--- src/hw/cont_defines.vh ---
// constants for the continuous reporting block
`ifndef CONT_DEFINES_VH
`define CONT_DEFINES_VH

// ----------------------------------------
// timing
// ----------------------------------------
`define CLK_KHZ      250000
`define STROBE_MS    5
`define TICK_MS      10
`define BAUD_DIV     16'h65B9

// ----------------------------------------
// register offsets
// ----------------------------------------
`define A_MODE       8'h00
`define A_IVL        8'h04
`define A_DIR        8'h08
`define A_ADDR       8'h0C
`define A_STAT       8'h10
`define A_SNAP       8'h14

// ----------------------------------------
// reset values
// ----------------------------------------
`define RST_MODE     2'h0
`define RST_IVL      24'h000000
`define RST_DIR      16'h0000
`define RST_ADDR     8'h31

// ----------------------------------------
// mode codes
// ----------------------------------------
`define M_OFF        2'h0
`define M_TIMER      2'h1
`define M_EDGE       2'h2
`define M_CHANGE     2'h3

// ----------------------------------------
// characters
// ----------------------------------------
`define C_STAR       8'h2A
`define C_DOLLAR     8'h24
`define C_HASH       8'h23
`define C_CR         8'h0D
`define C_C          8'h43
`define C_M          8'h4D
`define C_D          8'h44
`define C_T          8'h54
`define C_E          8'h45
`define C_I          8'h49

`endif

--- src/hw/serial_rx.v ---
// serial byte receiver, 8 data bits, one stop bit
`timescale 1ns/1ps
`include "cont_defines.vh"

module serial_rx #(
    parameter [15:0] DIV = `BAUD_DIV
) (
    input  wire       clk_sys,
    input  wire       rst_b,
    input  wire       rxd,
    output reg        rx_valid,
    output reg  [7:0] rx_byte
);
    localparam [15:0] HALF   = {1'b0, DIV[15:1]};
    localparam [15:0] DIV_M1 = DIV - 16'h0001;

    reg        s1_q;
    reg        s2_q;
    reg        busy_q;
    reg [15:0] cnt_q;
    reg [3:0]  bit_q;
    reg [7:0]  sh_q;

    always @(posedge clk_sys or negedge rst_b) begin
        if (!rst_b) begin
            s1_q     <= 1'b1;
            s2_q     <= 1'b1;
            busy_q   <= 1'b0;
            cnt_q    <= 16'h0000;
            bit_q    <= 4'h0;
            sh_q     <= 8'h00;
            rx_valid <= 1'b0;
            rx_byte  <= 8'h00;
        end else begin
            s1_q     <= rxd;
            s2_q     <= s1_q;
            rx_valid <= 1'b0;
            if (!busy_q) begin
                if (!s2_q) begin
                    busy_q <= 1'b1;
                    cnt_q  <= HALF;
                    bit_q  <= 4'h0;
                end
            end else if (cnt_q != 16'h0000) begin
                cnt_q <= cnt_q - 16'h0001;
            end else begin
                cnt_q <= DIV_M1;
                bit_q <= bit_q + 4'h1;
                // a start bit that is gone at mid-bit was a glitch
                if (bit_q == 4'h0) begin
                    if (s2_q)
                        busy_q <= 1'b0;
                end else if (bit_q == 4'h9) begin
                    busy_q <= 1'b0;
                    if (s2_q) begin
                        rx_valid <= 1'b1;
                        rx_byte  <= sh_q;
                    end
                end else begin
                    sh_q <= {s2_q, sh_q[7:1]};
                end
            end
        end
    end
endmodule

--- src/hw/serial_tx.v ---
// serial byte transmitter with line driver enable
`timescale 1ns/1ps
`include "cont_defines.vh"

module serial_tx #(
    parameter [15:0] DIV = `BAUD_DIV
) (
    input  wire       clk_sys,
    input  wire       rst_b,
    input  wire       tx_go,
    input  wire [7:0] tx_byte,
    output reg        tx_busy,
    output reg        txd,
    output reg        line_oe
);
    localparam [15:0] DIV_M1 = DIV - 16'h0001;

    reg [9:0]  sh_q;
    reg [3:0]  n_q;
    reg [15:0] cnt_q;

    always @(posedge clk_sys or negedge rst_b) begin
        if (!rst_b) begin
            sh_q    <= 10'h3FF;
            n_q     <= 4'h0;
            cnt_q   <= 16'h0000;
            tx_busy <= 1'b0;
            txd     <= 1'b1;
            line_oe <= 1'b0;
        end else if (!tx_busy) begin
            if (tx_go) begin
                sh_q    <= {1'b1, tx_byte, 1'b0};
                n_q     <= 4'hA;
                cnt_q   <= 16'h0000;
                tx_busy <= 1'b1;
                line_oe <= 1'b1;
            end
        end else if (cnt_q != 16'h0000) begin
            cnt_q <= cnt_q - 16'h0001;
        end else if (n_q == 4'h0) begin
            // stop bit has had its full time; release the shared line
            tx_busy <= 1'b0;
            line_oe <= 1'b0;
        end else begin
            txd   <= sh_q[0];
            sh_q  <= {1'b1, sh_q[9:1]};
            n_q   <= n_q - 4'h1;
            cnt_q <= DIV_M1;
        end
    end
endmodule

--- src/hw/continuous_report_modes.v ---
// continuous reporting control: mode registers, command watch, report framing
`timescale 1ns/1ps
`include "cont_defines.vh"

// Notes on behaviour
// long disable leaves mode, echoes with checksum
// host repeats long disable until echo right
// periodic module strobes after each report
// chain is one periodic, up to 123 edge
// report carries address first, ends with CR
// periodic interval covers whole chain's reports
// edge mode waits interval, zero means immediate
// disabled answers polls; periodic enable resumes
// change mode reports all lines on input change
// change mode scans, resumes after report sent
// nonzero interval is dead time after report
// disabled change mode answers ordinary commands
// change enable command re-enters change mode
// shared change bus uses checksum and parity; the serial frames here are 8N1 with no parity bit
// host treats bus activity as change
// shared change bus uses highest baud rate
// after report, 5 ms low strobe pulse
// edge mode starts on rising trigger edge
// command start pauses output, checks address
// checksum is low byte sum, two hex
module continuous_report_modes #(
    parameter [15:0] BAUD_DIV   = `BAUD_DIV,
    parameter [31:0] STROBE_CYC = `STROBE_MS * `CLK_KHZ,
    parameter [31:0] TICK_CYC   = `TICK_MS * `CLK_KHZ
) (
    input  wire        clk_sys,
    input  wire        rst_b,
    input  wire        psel,
    input  wire        penable,
    input  wire        pwrite,
    input  wire [7:0]  paddr,
    input  wire [31:0] pwdata,
    output reg  [31:0] prdata,
    output reg         pready,
    output reg         pslverr,
    input  wire        rxd,
    output wire        txd,
    output wire        tx_oe,
    input  wire [15:0] io_lines,
    input  wire        edge_trigger_pin,
    input  wire        strobe_in,
    output reg         strobe_o,
    output reg         strobe_oe
);
    // ----------------------------------------
    // states
    // ----------------------------------------
    localparam [2:0] S_IDLE   = 3'd0;
    localparam [2:0] S_WAIT   = 3'd1;
    localparam [2:0] S_SEND   = 3'd2;
    localparam [2:0] S_STROBE = 3'd3;
    localparam [2:0] S_DEAD   = 3'd4;
    localparam [1:0] P_IDLE   = 2'd0;
    localparam [1:0] P_ADDR   = 2'd1;
    localparam [1:0] P_CMD    = 2'd2;

    // ----------------------------------------
    // declarations
    // ----------------------------------------
    reg [1:0]  mode_q;
    reg [23:0] ivl_q;
    reg [15:0] dir_q;
    reg [7:0]  addr_q;
    reg [15:0] ln1_q;
    reg [15:0] ln2_q;
    reg        ev1_q;
    reg        ev2_q;
    reg        ev3_q;
    reg        sb1_q;
    reg        sb2_q;
    reg [2:0]  st_q;
    reg [15:0] rep_q;
    reg        echo_q;
    reg [3:0]  idx_q;
    reg [7:0]  cks_q;
    reg        go_q;
    reg [7:0]  byte_q;
    reg [23:0] left_q;
    reg [31:0] pre_q;
    reg        edge_seen_q;
    reg [1:0]  ps_q;
    reg        long_q;
    reg        pause_q;
    reg        echo_req_q;
    reg [2:0]  n_q;
    reg [7:0]  c0_q;
    reg [7:0]  c1_q;
    reg [7:0]  c2_q;
    reg [7:0]  ch;
    reg [31:0] rd;
    reg        hit;
    wire       rx_valid;
    wire [7:0] rx_byte;
    wire       tx_busy;
    wire [3:0] plen = echo_q ? 4'h5 : 4'h8;
    wire       apb_wr = psel & penable & pwrite & pready;
    wire       rise = ev2_q & ~ev3_q;
    wire       ivl_done = (left_q == 24'h000000);
    wire       changed = |((ln2_q ^ rep_q) & ~dir_q);
    wire       start_ch = (rx_byte == `C_DOLLAR) || (rx_byte == `C_HASH);
    wire       take_echo = (st_q == S_IDLE) && echo_req_q;
    wire       take_edge;

    function [7:0] hexc;
        input [3:0] n;
        hexc = (n < 4'hA) ? {4'h3, n} : (8'h37 + {4'h0, n});
    endfunction

    serial_rx #(.DIV(BAUD_DIV)) u_rx (
        .clk_sys  (clk_sys),
        .rst_b    (rst_b),
        .rxd      (rxd),
        .rx_valid (rx_valid),
        .rx_byte  (rx_byte)
    );

    serial_tx #(.DIV(BAUD_DIV)) u_tx (
        .clk_sys  (clk_sys),
        .rst_b    (rst_b),
        .tx_go    (go_q),
        .tx_byte  (byte_q),
        .tx_busy  (tx_busy),
        .txd      (txd),
        .line_oe  (tx_oe)
    );

    // ----------------------------------------
    // pin synchronisers
    // ----------------------------------------
    always @(posedge clk_sys or negedge rst_b) begin
        if (!rst_b) begin
            ln1_q <= 16'h0000;
            ln2_q <= 16'h0000;
            ev1_q <= 1'b0;
            ev2_q <= 1'b0;
            ev3_q <= 1'b0;
            sb1_q <= 1'b1;
            sb2_q <= 1'b1;
        end else begin
            ln1_q <= io_lines;
            ln2_q <= ln1_q;
            ev1_q <= edge_trigger_pin;
            ev2_q <= ev1_q;
            ev3_q <= ev2_q;
            sb1_q <= strobe_in;
            sb2_q <= sb1_q;
        end
    end

    // ----------------------------------------
    // apb slave, one wait state
    // ----------------------------------------
    always @* begin
        hit = 1'b1;
        rd  = 32'h00000000;
        case (paddr)
            `A_MODE: rd = {30'h0, mode_q};
            `A_IVL:  rd = {8'h00, ivl_q};
            `A_DIR:  rd = {16'h0000, dir_q};
            `A_ADDR: rd = {24'h000000, addr_q};
            `A_STAT: rd = {26'h0, edge_seen_q, sb2_q, pause_q, st_q};
            `A_SNAP: rd = {16'h0000, rep_q};
            default: hit = 1'b0;
        endcase
    end

    always @(posedge clk_sys or negedge rst_b) begin
        if (!rst_b) begin
            pready  <= 1'b0;
            pslverr <= 1'b0;
            prdata  <= 32'h00000000;
            ivl_q   <= `RST_IVL;
            dir_q   <= `RST_DIR;
            addr_q  <= `RST_ADDR;
        end else begin
            pready  <= psel & penable & ~pready;
            pslverr <= psel & penable & ~pready & ~hit;
            if (psel & penable & ~pready)
                prdata <= hit ? rd : 32'h00000000;
            if (apb_wr && paddr == `A_IVL)
                ivl_q <= pwdata[23:0];
            if (apb_wr && paddr == `A_DIR)
                dir_q <= pwdata[15:0];
            if (apb_wr && paddr == `A_ADDR)
                addr_q <= pwdata[7:0];
        end
    end

    // ----------------------------------------
    // command watch on the shared bus
    // ----------------------------------------
    always @(posedge clk_sys or negedge rst_b) begin
        if (!rst_b) begin
            mode_q     <= `RST_MODE;
            ps_q       <= P_IDLE;
            long_q     <= 1'b0;
            pause_q    <= 1'b0;
            echo_req_q <= 1'b0;
            n_q        <= 3'h0;
            c0_q       <= 8'h00;
            c1_q       <= 8'h00;
            c2_q       <= 8'h00;
        end else begin
            if (take_echo)
                echo_req_q <= 1'b0;
            if (apb_wr && paddr == `A_MODE)
                mode_q <= pwdata[1:0];
            if (rx_valid) begin
                case (ps_q)
                    P_IDLE: begin
                        if (start_ch) begin
                            pause_q <= 1'b1;
                            long_q  <= (rx_byte == `C_HASH);
                            ps_q    <= P_ADDR;
                            n_q     <= 3'h0;
                        end
                    end
                    P_ADDR: begin
                        if (rx_byte == addr_q) begin
                            ps_q <= P_CMD;
                        end else begin
                            pause_q <= 1'b0;
                            ps_q    <= P_IDLE;
                        end
                    end
                    P_CMD: begin
                        if (rx_byte == `C_CR) begin
                            pause_q <= 1'b0;
                            ps_q    <= P_IDLE;
                            // other polled commands pass to the general set
                            if (n_q == 3'h3 && c0_q == `C_C && c1_q == `C_M) begin
                                case (c2_q)
                                    `C_D: begin
                                        mode_q <= `M_OFF;
                                        if (long_q)
                                            echo_req_q <= 1'b1;
                                    end
                                    `C_T: mode_q <= `M_TIMER;
                                    `C_E: mode_q <= `M_EDGE;
                                    `C_C: mode_q <= `M_CHANGE;
                                    default: mode_q <= mode_q;
                                endcase
                            end
                        end else if (n_q < 3'h4) begin
                            n_q <= n_q + 3'h1;
                            if (n_q == 3'h0)
                                c0_q <= rx_byte;
                            if (n_q == 3'h1)
                                c1_q <= rx_byte;
                            if (n_q == 3'h2)
                                c2_q <= rx_byte;
                        end
                    end
                    default: ps_q <= P_IDLE;
                endcase
            end
        end
    end

    // ----------------------------------------
    // frame characters
    // ----------------------------------------
    always @* begin
        ch = `C_CR;
        if (idx_q < plen) begin
            case (idx_q)
                4'h0: ch = `C_STAR;
                4'h1: ch = addr_q;
                4'h2: ch = echo_q ? `C_C : `C_D;
                4'h3: ch = echo_q ? `C_M : `C_I;
                4'h4: ch = echo_q ? `C_D : hexc(rep_q[15:12]);
                4'h5: ch = hexc(rep_q[11:8]);
                4'h6: ch = hexc(rep_q[7:4]);
                default: ch = hexc(rep_q[3:0]);
            endcase
        end else if (idx_q == plen) begin
            ch = hexc(cks_q[7:4]);
        end else if (idx_q == plen + 4'h1) begin
            ch = hexc(cks_q[3:0]);
        end
    end

    // ----------------------------------------
    // reporting sequencer
    // ----------------------------------------
    assign take_edge = (st_q == S_IDLE) && !echo_req_q && !pause_q
                       && mode_q == `M_EDGE && edge_seen_q;

    always @(posedge clk_sys or negedge rst_b) begin
        if (!rst_b) begin
            st_q        <= S_IDLE;
            rep_q       <= 16'h0000;
            echo_q      <= 1'b0;
            idx_q       <= 4'h0;
            cks_q       <= 8'h00;
            go_q        <= 1'b0;
            byte_q      <= 8'h00;
            left_q      <= 24'h000000;
            pre_q       <= 32'h00000000;
            edge_seen_q <= 1'b0;
            strobe_o    <= 1'b1;
            strobe_oe   <= 1'b0;
        end else begin
            // a trigger arriving while one is consumed is kept
            edge_seen_q <= (mode_q == `M_EDGE)
                           & (rise | (edge_seen_q & ~take_edge));
            if (st_q == S_WAIT || st_q == S_DEAD) begin
                if (!ivl_done) begin
                    if (pre_q == TICK_CYC - 32'h1) begin
                        pre_q  <= 32'h00000000;
                        left_q <= left_q - 24'h000001;
                    end else begin
                        pre_q <= pre_q + 32'h1;
                    end
                end
            end else begin
                pre_q  <= 32'h00000000;
                left_q <= ivl_q;
            end
            case (st_q)
                S_IDLE: begin
                    idx_q <= 4'h0;
                    cks_q <= 8'h00;
                    if (mode_q != `M_CHANGE)
                        rep_q <= ln2_q;
                    if (take_echo) begin
                        echo_q <= 1'b1;
                        st_q   <= S_SEND;
                    end else if (!pause_q) begin
                        echo_q <= 1'b0;
                        if (mode_q == `M_TIMER)
                            st_q <= S_WAIT;
                        else if (take_edge)
                            st_q <= S_WAIT;
                        else if (mode_q == `M_CHANGE && changed) begin
                            rep_q <= ln2_q;
                            st_q  <= S_SEND;
                        end
                    end
                end
                S_WAIT: begin
                    if (mode_q != `M_TIMER && mode_q != `M_EDGE)
                        st_q <= S_IDLE;
                    else if (ivl_done) begin
                        rep_q <= ln2_q;
                        st_q  <= S_SEND;
                    end
                end
                S_SEND: begin
                    if (go_q) begin
                        go_q <= 1'b0;
                    end else if (!tx_busy) begin
                        if (idx_q == plen + 4'h3) begin
                            st_q <= echo_q ? S_IDLE : S_STROBE;
                        end else if (echo_q || !pause_q) begin
                            // a report holds between characters while a command is on the bus
                            go_q   <= 1'b1;
                            byte_q <= ch;
                            idx_q  <= idx_q + 4'h1;
                            if (idx_q < plen)
                                cks_q <= cks_q + ch;
                        end
                    end
                end
                S_STROBE: begin
                    strobe_oe <= 1'b1;
                    strobe_o  <= 1'b0;
                    if (pre_q == STROBE_CYC) begin
                        strobe_oe <= 1'b0;
                        strobe_o  <= 1'b1;
                        pre_q     <= 32'h00000000;
                        if (mode_q == `M_TIMER)
                            st_q <= S_WAIT;
                        else if (mode_q == `M_CHANGE)
                            st_q <= S_DEAD;
                        else
                            st_q <= S_IDLE;
                    end else begin
                        pre_q <= pre_q + 32'h1;
                    end
                end
                S_DEAD: begin
                    // scanning is suspended until the dead time runs out
                    if (mode_q != `M_CHANGE || ivl_done)
                        st_q <= S_IDLE;
                end
                default: st_q <= S_IDLE;
            endcase
        end
    end
endmodule

--- config.mk ---
export PLATFORM = sky130hd
export DESIGN_NAME = continuous_report_modes
export DESIGN_NICKNAME = d
export VERILOG_FILES = /design/src/hw/serial_rx.v /design/src/hw/serial_tx.v /design/src/hw/continuous_report_modes.v
export VERILOG_INCLUDE_DIRS = /design/src /design/src/hw
export SDC_FILE = /design/constraint.sdc
export NUM_CORES = 1
export LEC_CHECK = 0
export BUFFER_PORTS_ARGS = -buffer_cell sky130_fd_sc_hd__buf_2
export CAP_MARGIN = 20
export CORE_MARGIN = 4
export CORE_UTILIZATION = 60
export DETAILED_ROUTE_END_ITERATION = 8
export PLACE_DENSITY = 0.86
export SYNTH_ARGS = -nofsm -noshare
export SYNTH_HDL_FRONTEND = slang
export SYNTH_SLANG_ARGS = --single-unit
--- constraint.sdc ---
create_clock -name clk_sys -period 7.5 [get_ports clk_sys]
set_input_delay 1.125 -clock clk_sys [delete_from_list [all_inputs] [get_ports clk_sys]]
set_output_delay 1.125 -clock clk_sys [all_outputs]
set_load 0.05 [all_outputs]
==> flow_summary.ini, run 1 <==
[critical_path]
cp.arrival_ps = 4890
ff2ff_path_depth = 16
setup.worst_path.class = flip-flop to flip-flop
endpoint_kind = flip-flop
required_ps = 7930
start_kind = flip-flop
r2r-start = echo_q$_DFFE_PN0P_
cp_max_fo = 17
reg2reg_to = cks_q[6]$_DFFE_PN0P_
r2r_slack_ps = 3040

[global_route]
antenna_found_initial = 0
grt_max_degree = 126
grt.total_usage_pct = 26.6
grt_overflow = 0
grt_pass1_vias = 12300
grt_pass1_wl_microns = 64200

[clocking]
post_cts_resized = 0
postCtsSetupRepairBufs = 0
cts_tree = yes
cts_max_level = 2
clkSlewWorstSetupHoldPaths_ps = 60
clk_root_buffer_cell = clkbuf_16
hold_buffers = 0
clockBufferDepth = 3
clock-sinks = 317
clock_latency_ps = 520
numCtsBuffers = 35

[route]
dr.first_iter.drc_count = 1274
route.detailed.drc = 0
wl_per_cell_microns = 19.4
ant_nets = 0
drt-vias-per-instance = 6.24
drt-pass1-iter-count = 6
totalWireLength_microns = 39000
vias = 12600

[synthesis]
ys_seq_elements = 317
seq_area_frac_synth_pct = 49.3
async_flop_share_pct = 100
syn_inst = 1590
syn_area_per_cell_sq_um = 10.1
ys.flop_type = dfrtp_1
synth-edff-count = 0
synthesis.area_sq_um = 16100
yosys_warnings = 0
synth_cell_types = 81

[timing]
hold_viol_final = 0
max_freq_ghz = 0.224
worst_pin_slew_ps = 1080
rsz0062_at_grt = false
report.final.slew_viol_count = 0
min_period_over_period_pct = 59.5
skew_ps = 15.1
holdWs_ps = 343
fin_tns_setup_ps = 0
setup_viol = 0
fin_crit_ps = 4460
max-slew-margin-rel_pct = 27.8

[run_status]
status = finished clean

[cells_and_area]
layout-drive-gt1-share_pct = 18.4
final_common_cell = dfrtp_1
multiInputGateArea_sq_um = 7650
final-seq-area_sq_um = 7960
n_antenna_cell = 0
fin_nets = 1759
fillers = 1861
final_cell_mix = dfrtp_1, nand2_1, nor2_1, o21ai_0, mux2_2
syn_to_final_growth_pct = 11.4

[power_and_ir_drop]
finalPower_mw = 4.98
p_per_area_nw_per_um2 = 277
max-vdd-ir-drop_mv = 0.291
switching_power_mw = 1.60
sw_frac_of_total_pct = 32.2
power_frac_seq_pct = 42.2
power.share.clock_pct = 35.5
p_comb_share_pct = 22.3
leakage_nw = 8.11
intPower_mw = 3.38

[min_path]
hold-path-endpoint = ln2_q[3]$_DFF_PN0_
hold_path_depth = 0
hp-class = flip-flop to flip-flop
min-delay-start = ln1_q[3]$_DFF_PN0_

[floorplanning]
die_x_microns = 172
num_rows = 59
die_h_microns = 172
io_pins = 102
core_area_sq_um = 26300
initial_core_util_pct = 61.3
die_area_sq_um = 29600

[flow_run]
maxCapViolCount = 0

[place]
dpl.hpwl_microns = 26500
gp_congestion = 0.959
io_buffers = 85
[metal layers]
metal	wire, microns	GRT usage [%]	vias to the layer above
met5	0	0	-
met4	935	7.21	0
met3	2680	4.69	75
met2	18500	42.9	491
met1	16800	37.7	6198
li1	-	-	5800
[layout make-up]
| cell class | instances | share of cell area [%] |
|---|---|---|
| tap | 335 | 2.33 |
| clock buffer | 47 | 5.46 |
| multi-input combinational | 1148 | 42.6 |
| inverter | 51 | 1.07 |
| timing repair buffer | 97 | 3.07 |
| sequential | 317 | 44.3 |
| clock inverter | 17 | 1.16 |
[worst max path at each step]
| stage | start | to | cells past startpoint |
|---|---|---|---|
| global route | echo_q$_DFFE_PN0P_ | cks_q[6]$_DFFE_PN0P_ | 16 |
| finish | echo_q$_DFFE_PN0P_ | cks_q[6]$_DFFE_PN0P_ | 16 |
| floorplan | paddr[0] | ivl_q[10]$_DFFE_PN0P_ | 8 |
| global placement | echo_q$_DFFE_PN0P_ | cks_q[6]$_DFFE_PN0P_ | 16 |
| CTS | echo_q$_DFFE_PN0P_ | cks_q[6]$_DFFE_PN0P_ | 16 |
| detailed placement | echo_q$_DFFE_PN0P_ | cks_q[6]$_DFFE_PN0P_ | 16 |
[registers in the layout (all words and copies together) (netlist names), 9 cells and up]
name	cells
ln1_q	16
ivl_q	24
dir_q	16
prdata	24
left_q	24
pre_q	32
u_tx.cnt_q	16
u_tx.sh_q	9
u_rx.cnt_q	16
ln2_q	16
rep_q	16
[worst max-delay path: stages (launching register included)]
cell and delay, ps:
dfrtp_1 590, inv_1 190, ha_1 350, a21o_1 170
a21oi_1 810, o21ai_0 180, o21ai_0 430, ha_1 260
inv_1 60, fa_1 400, nor2b_1 170, o21ai_0 100
nand2b_1 140, a21o_1 140, a21oi_1 70, xor2_1 140
o21ai_0 160
[cells in the mapped netlist (13+ instances only)]
library cell  instances  share of area [%]
a21oi_1              84                2.6
a22o_1               31                1.7
a31oi_1              14               0.54
and3_1               13               0.50
clkbuf_1             63                1.5
dfrtp_1             299                 46
dfstp_2              18                2.9
ha_1                 44                3.4
inv_1                51                1.2
mux2_2              101                7.1
mux2i_1              23                1.4
nand2_1             154                3.6
nand2b_1             16               0.62
nand3_1              38                1.2
nand4_1              20               0.78
nor2_1              137                3.2
nor2b_1              13               0.50
nor3_1               39                1.2
nor4_1               16               0.62
o21ai_0             123                3.8
o22ai_1              21               0.81
xnor2_1              36                2.0
xor2_1               39                2.1
[through the flow]
stage	utilization (%)	setup slack, ps	std cells	area, sq um
detailed placement	63.6	3250	1945	16700
CTS	68.1	3120	2009	17900
finish	68.3	3040	2012	18000
global route	68.3	2620	2012	18000
floorplan	-	4080	1597	16100
global placement	63.6	3360	1945	16700
[power groups by stage]
stage,sequential (mW),combinational [mW],clock [mW]
after global routing,2.12,1.23,1.88
final,2.10,1.11,1.77
after floorplan,2.00,0.923,0
after detailed placement,2.11,1.09,0
after CTS,2.09,1.11,1.80
after global placement,2.10,1.05,0
[cell families (layout without fill, tap and decap cells)]
logic type      after synthesis  count (layout)  synth area share, %
compound gates              362             362                 14.0
xor+xnor                     75              75                 4.07
fa+ha+maj                    45              45                 3.54
buf+inv                     132             212                 3.45
flops                       317             317                 49.3
mux                         134             134                 9.41
other cells                   1               8               0.0233
simple gates                524             524                 16.2
Note: power is estimated with default switching activity, not from simulation.
==> run 2, diff against run 1 <==
--- a/config.mk
+++ b/config.mk
@@ -6,6 +6,7 @@
 export SDC_FILE = /design/constraint.sdc
 export NUM_CORES = 1
 export LEC_CHECK = 0
+export ABC_AREA = 1
 export BUFFER_PORTS_ARGS = -buffer_cell sky130_fd_sc_hd__buf_2
 export CAP_MARGIN = 20
 export CORE_MARGIN = 4
==> constraint.sdc (replaced) <==
create_clock -name clk_sys -period 4.5 [get_ports clk_sys]
set_input_delay 0.675 -clock clk_sys [delete_from_list [all_inputs] [get_ports clk_sys]]
set_output_delay 0.675 -clock clk_sys [all_outputs]
set_load 0.05 [all_outputs]
==> run 2 against run 1 <==
Against the previous run: critical path depth unchanged; flip-flop and latch count unchanged; setup slack worse by 2300 ps; sequential share of layout area down 3.2 points; first-iteration DRC count up 22%; hold slack worse by 110 ps; clock skew up 20 ps; area after synthesis up 7.7%; non-clock buffer count up 1; critical endpoint is now cks_q[7]$_DFFE_PN0P_; highest routed layer unchanged.
==> flow_summary.ini, run 2 <==
[timing]
min_period_over_period_pct = 83.3
fin_tns_setup_ps = 0
worst_pin_slew_ps = 1000
hold_viol_final = 0
final.setup.worst_slack_ps = 750
report.final.slew_viol_count = 0
max-slew-margin-rel_pct = 33.1
setup_viol = 0
max_freq_ghz = 0.267
fin_crit_ps = 3750
rsz0062_at_grt = false
skew_ps = 35.1

[route]
wl_per_cell_microns = 16.4
ant_nets = 0
totalWireLength_microns = 45000
drt-vias-per-instance = 5.72
drt-pass1-iter-count = 6
route.detailed.drc = 0
vias = 15700
dr.first_iter.drc_count = 1559

[critical_path]
path_common_cell = nand2_1
setup.worst_path.class = flip-flop to flip-flop
required_ps = 4880
path_delay_family = compound AO/OA/AOI/OAI gates
start_kind = flip-flop
slowest_stage = dfrtp_1
cp_max_fo = 11
crit_chain = inv_1 -> ha_1 -> nand2_1 -> inv_1 -> nand2_1 -> nand2_1 -> inv_1 -> o21ai_0 -> o21ai_0 -> ha_1 -> a21oi_1 -> nand2_1 -> a21oi_1 -> nor2_1 -> o21ai_0 -> nand2_1
endpoint_kind = flip-flop
cpPeakStageDelay_ps = 530
cp_num_buf_inv = 3
cp.arrival_ps = 4130

[clocking]
hold_buffers = 0
clock-sinks = 317
cts_tree = yes
postCtsSetupRepairBufs = 0
clkSlewWorstSetupHoldPaths_ps = 60
clockBufferDepth = 3
post_cts_resized = 0
cts_max_level = 2
clock_latency_ps = 530
clk_root_buffer_cell = clkbuf_16
numCtsBuffers = 35

[floorplanning]
io_pins = 102
initial_core_util_pct = 60.6
die_x_microns = 178
core_area_sq_um = 28600
num_rows = 62
die_area_sq_um = 31700
die_h_microns = 178

[global_route]
grt.total_usage_pct = 28.3
grt_pass1_vias = 14900
antenna_found_initial = 0
grt_overflow = 0
grt_max_degree = 121
grt_pass1_wl_microns = 73400

[synthesis]
syn_inst = 2248
synth_most_common_cell = nand2_1
synth-edff-count = 0
synth_top_area_share_pct = 43.1
yosys_warnings = 0
async_flop_share_pct = 100
synth_commonest_cells = nand2_1, inv_1, dfrtp_1
ys.flop_type = dfrtp_1
synth_area_leaders = dfrtp_1, nand2_1, inv_1, o21ai_0, nor2_1
synthesis.area_sq_um = 17400
seq_area_frac_synth_pct = 45.8
ys_seq_elements = 317
synth_top_area_cell = dfrtp_1
syn_area_per_cell_sq_um = 7.72
synth_cell_types = 62

[cells_and_area]
top_register = pre_q
largest_reg_flops = 32
layout-drive-gt1-share_pct = 9.96
syn_to_final_growth_pct = 11.5
utilization_pct = 67.6
n_antenna_cell = 0
fin_nets = 2441
layout.cell_area.non_filler_sq_um = 19400
final_common_cell = nand2_1
final_cell_mix = nand2_1, inv_1, dfrtp_1, o21ai_0, nor2_1
fillers = 2241

[power_and_ir_drop]
p_per_area_nw_per_um2 = 348
leakage_nw = 9.31
max-vdd-ir-drop_mv = 0.312
finalPower_mw = 6.73

[min_path]
hp-class = input pin to asynchronous set/reset pin

[place]
dpl_cell_area_sq_um = 18100
gp_congestion = 0.975
dpl.hpwl_microns = 32900
io_buffers = 85
dp_slack_ps = 784

[flow_run]
maxCapViolCount = 0

[run_status]
status = finished clean
==> run 2: layer usage <==
metal	global-route usage (%)	share of wire [%]	vias up
met4	8.89	2.9	0
met3	3.56	6.0	109
met2	47.2	48	607
met1	38.8	43	7444
li1	-	-	7529
met5	0	0	-
==> run 2: where the power goes <==
| part | total (mW) | leakage [nW] | internal (mW) | switching (mW) |
|---|---|---|---|---|
| registers | 3.03 | 4.02 | 2.94 | 0.0856 |
| clock network | 3.05 | 0.614 | 1.85 | 1.20 |
| logic | 0.650 | 4.67 | 0.220 | 0.430 |
| total | 6.73 | 9.31 | 5.01 | 1.72 |
==> run 2: kinds of logic (layout without fill, tap and decap cells) <==
logic type                 Yosys count  in the layout  share of synthesized area [%]
and+or+nand+nor                   1049           1049                           26.3
AOI/OAI and AO/OA                  413            413                           13.5
buffers and inverters              380            484                           8.82
DFF                                317            317                           45.8
adders and majority gates           45             45                           3.29
xor gates and xnor gates            43             43                           2.17
other                                1              8                         0.0216
==> run 2: path summary, 6_finish.rpt <==
| check | from | end | slack [ps] | cells after the start |
|---|---|---|---|---|
| worst max-delay path | echo_q$_DFFE_PN0P_ | cks_q[7]$_DFFE_PN0P_ | 750 | 16 |
| worst min-delay path | rst_b | u_tx.cnt_q[13]$_DFFE_PN0P_ | 230 | 1 |
| worst max register to register | echo_q$_DFFE_PN0P_ | cks_q[7]$_DFFE_PN0P_ | 750 | 16 |
| worst min register to register | ln1_q[12]$_DFF_PN0_ | ln2_q[12]$_DFF_PN0_ | 350 | 0 |
| max in group asynchronous | rst_b | prdata[23]$_DFFE_PN0P_ | 3220 | 2 |
| min in group clk_sys | io_lines[9] | ln1_q[9]$_DFF_PN0_ | 250 | 1 |
==> run 2: through the flow <==
step,hold WS (ps),instances
5_1_grt,237,2743
3_3_place_gp,333,2678
4_1_cts,236,2742
3_5_place_dp,337,2678
2_1_floorplan,331,2255
6_report,234,2743
==> run 2: final cells by class <==
class | count | area [sq um] | area share (%)
Sequential cell | 317 | 7960 | 41.1
Multi-Input combinational cell | 1558 | 7900 | 40.8
Inverter | 322 | 1210 | 6.26
Clock buffer | 46 | 1030 | 5.31
Timing Repair Buffer | 98 | 566 | 2.92
Tap cell | 384 | 480 | 2.48
Clock inverter | 18 | 220 | 1.14
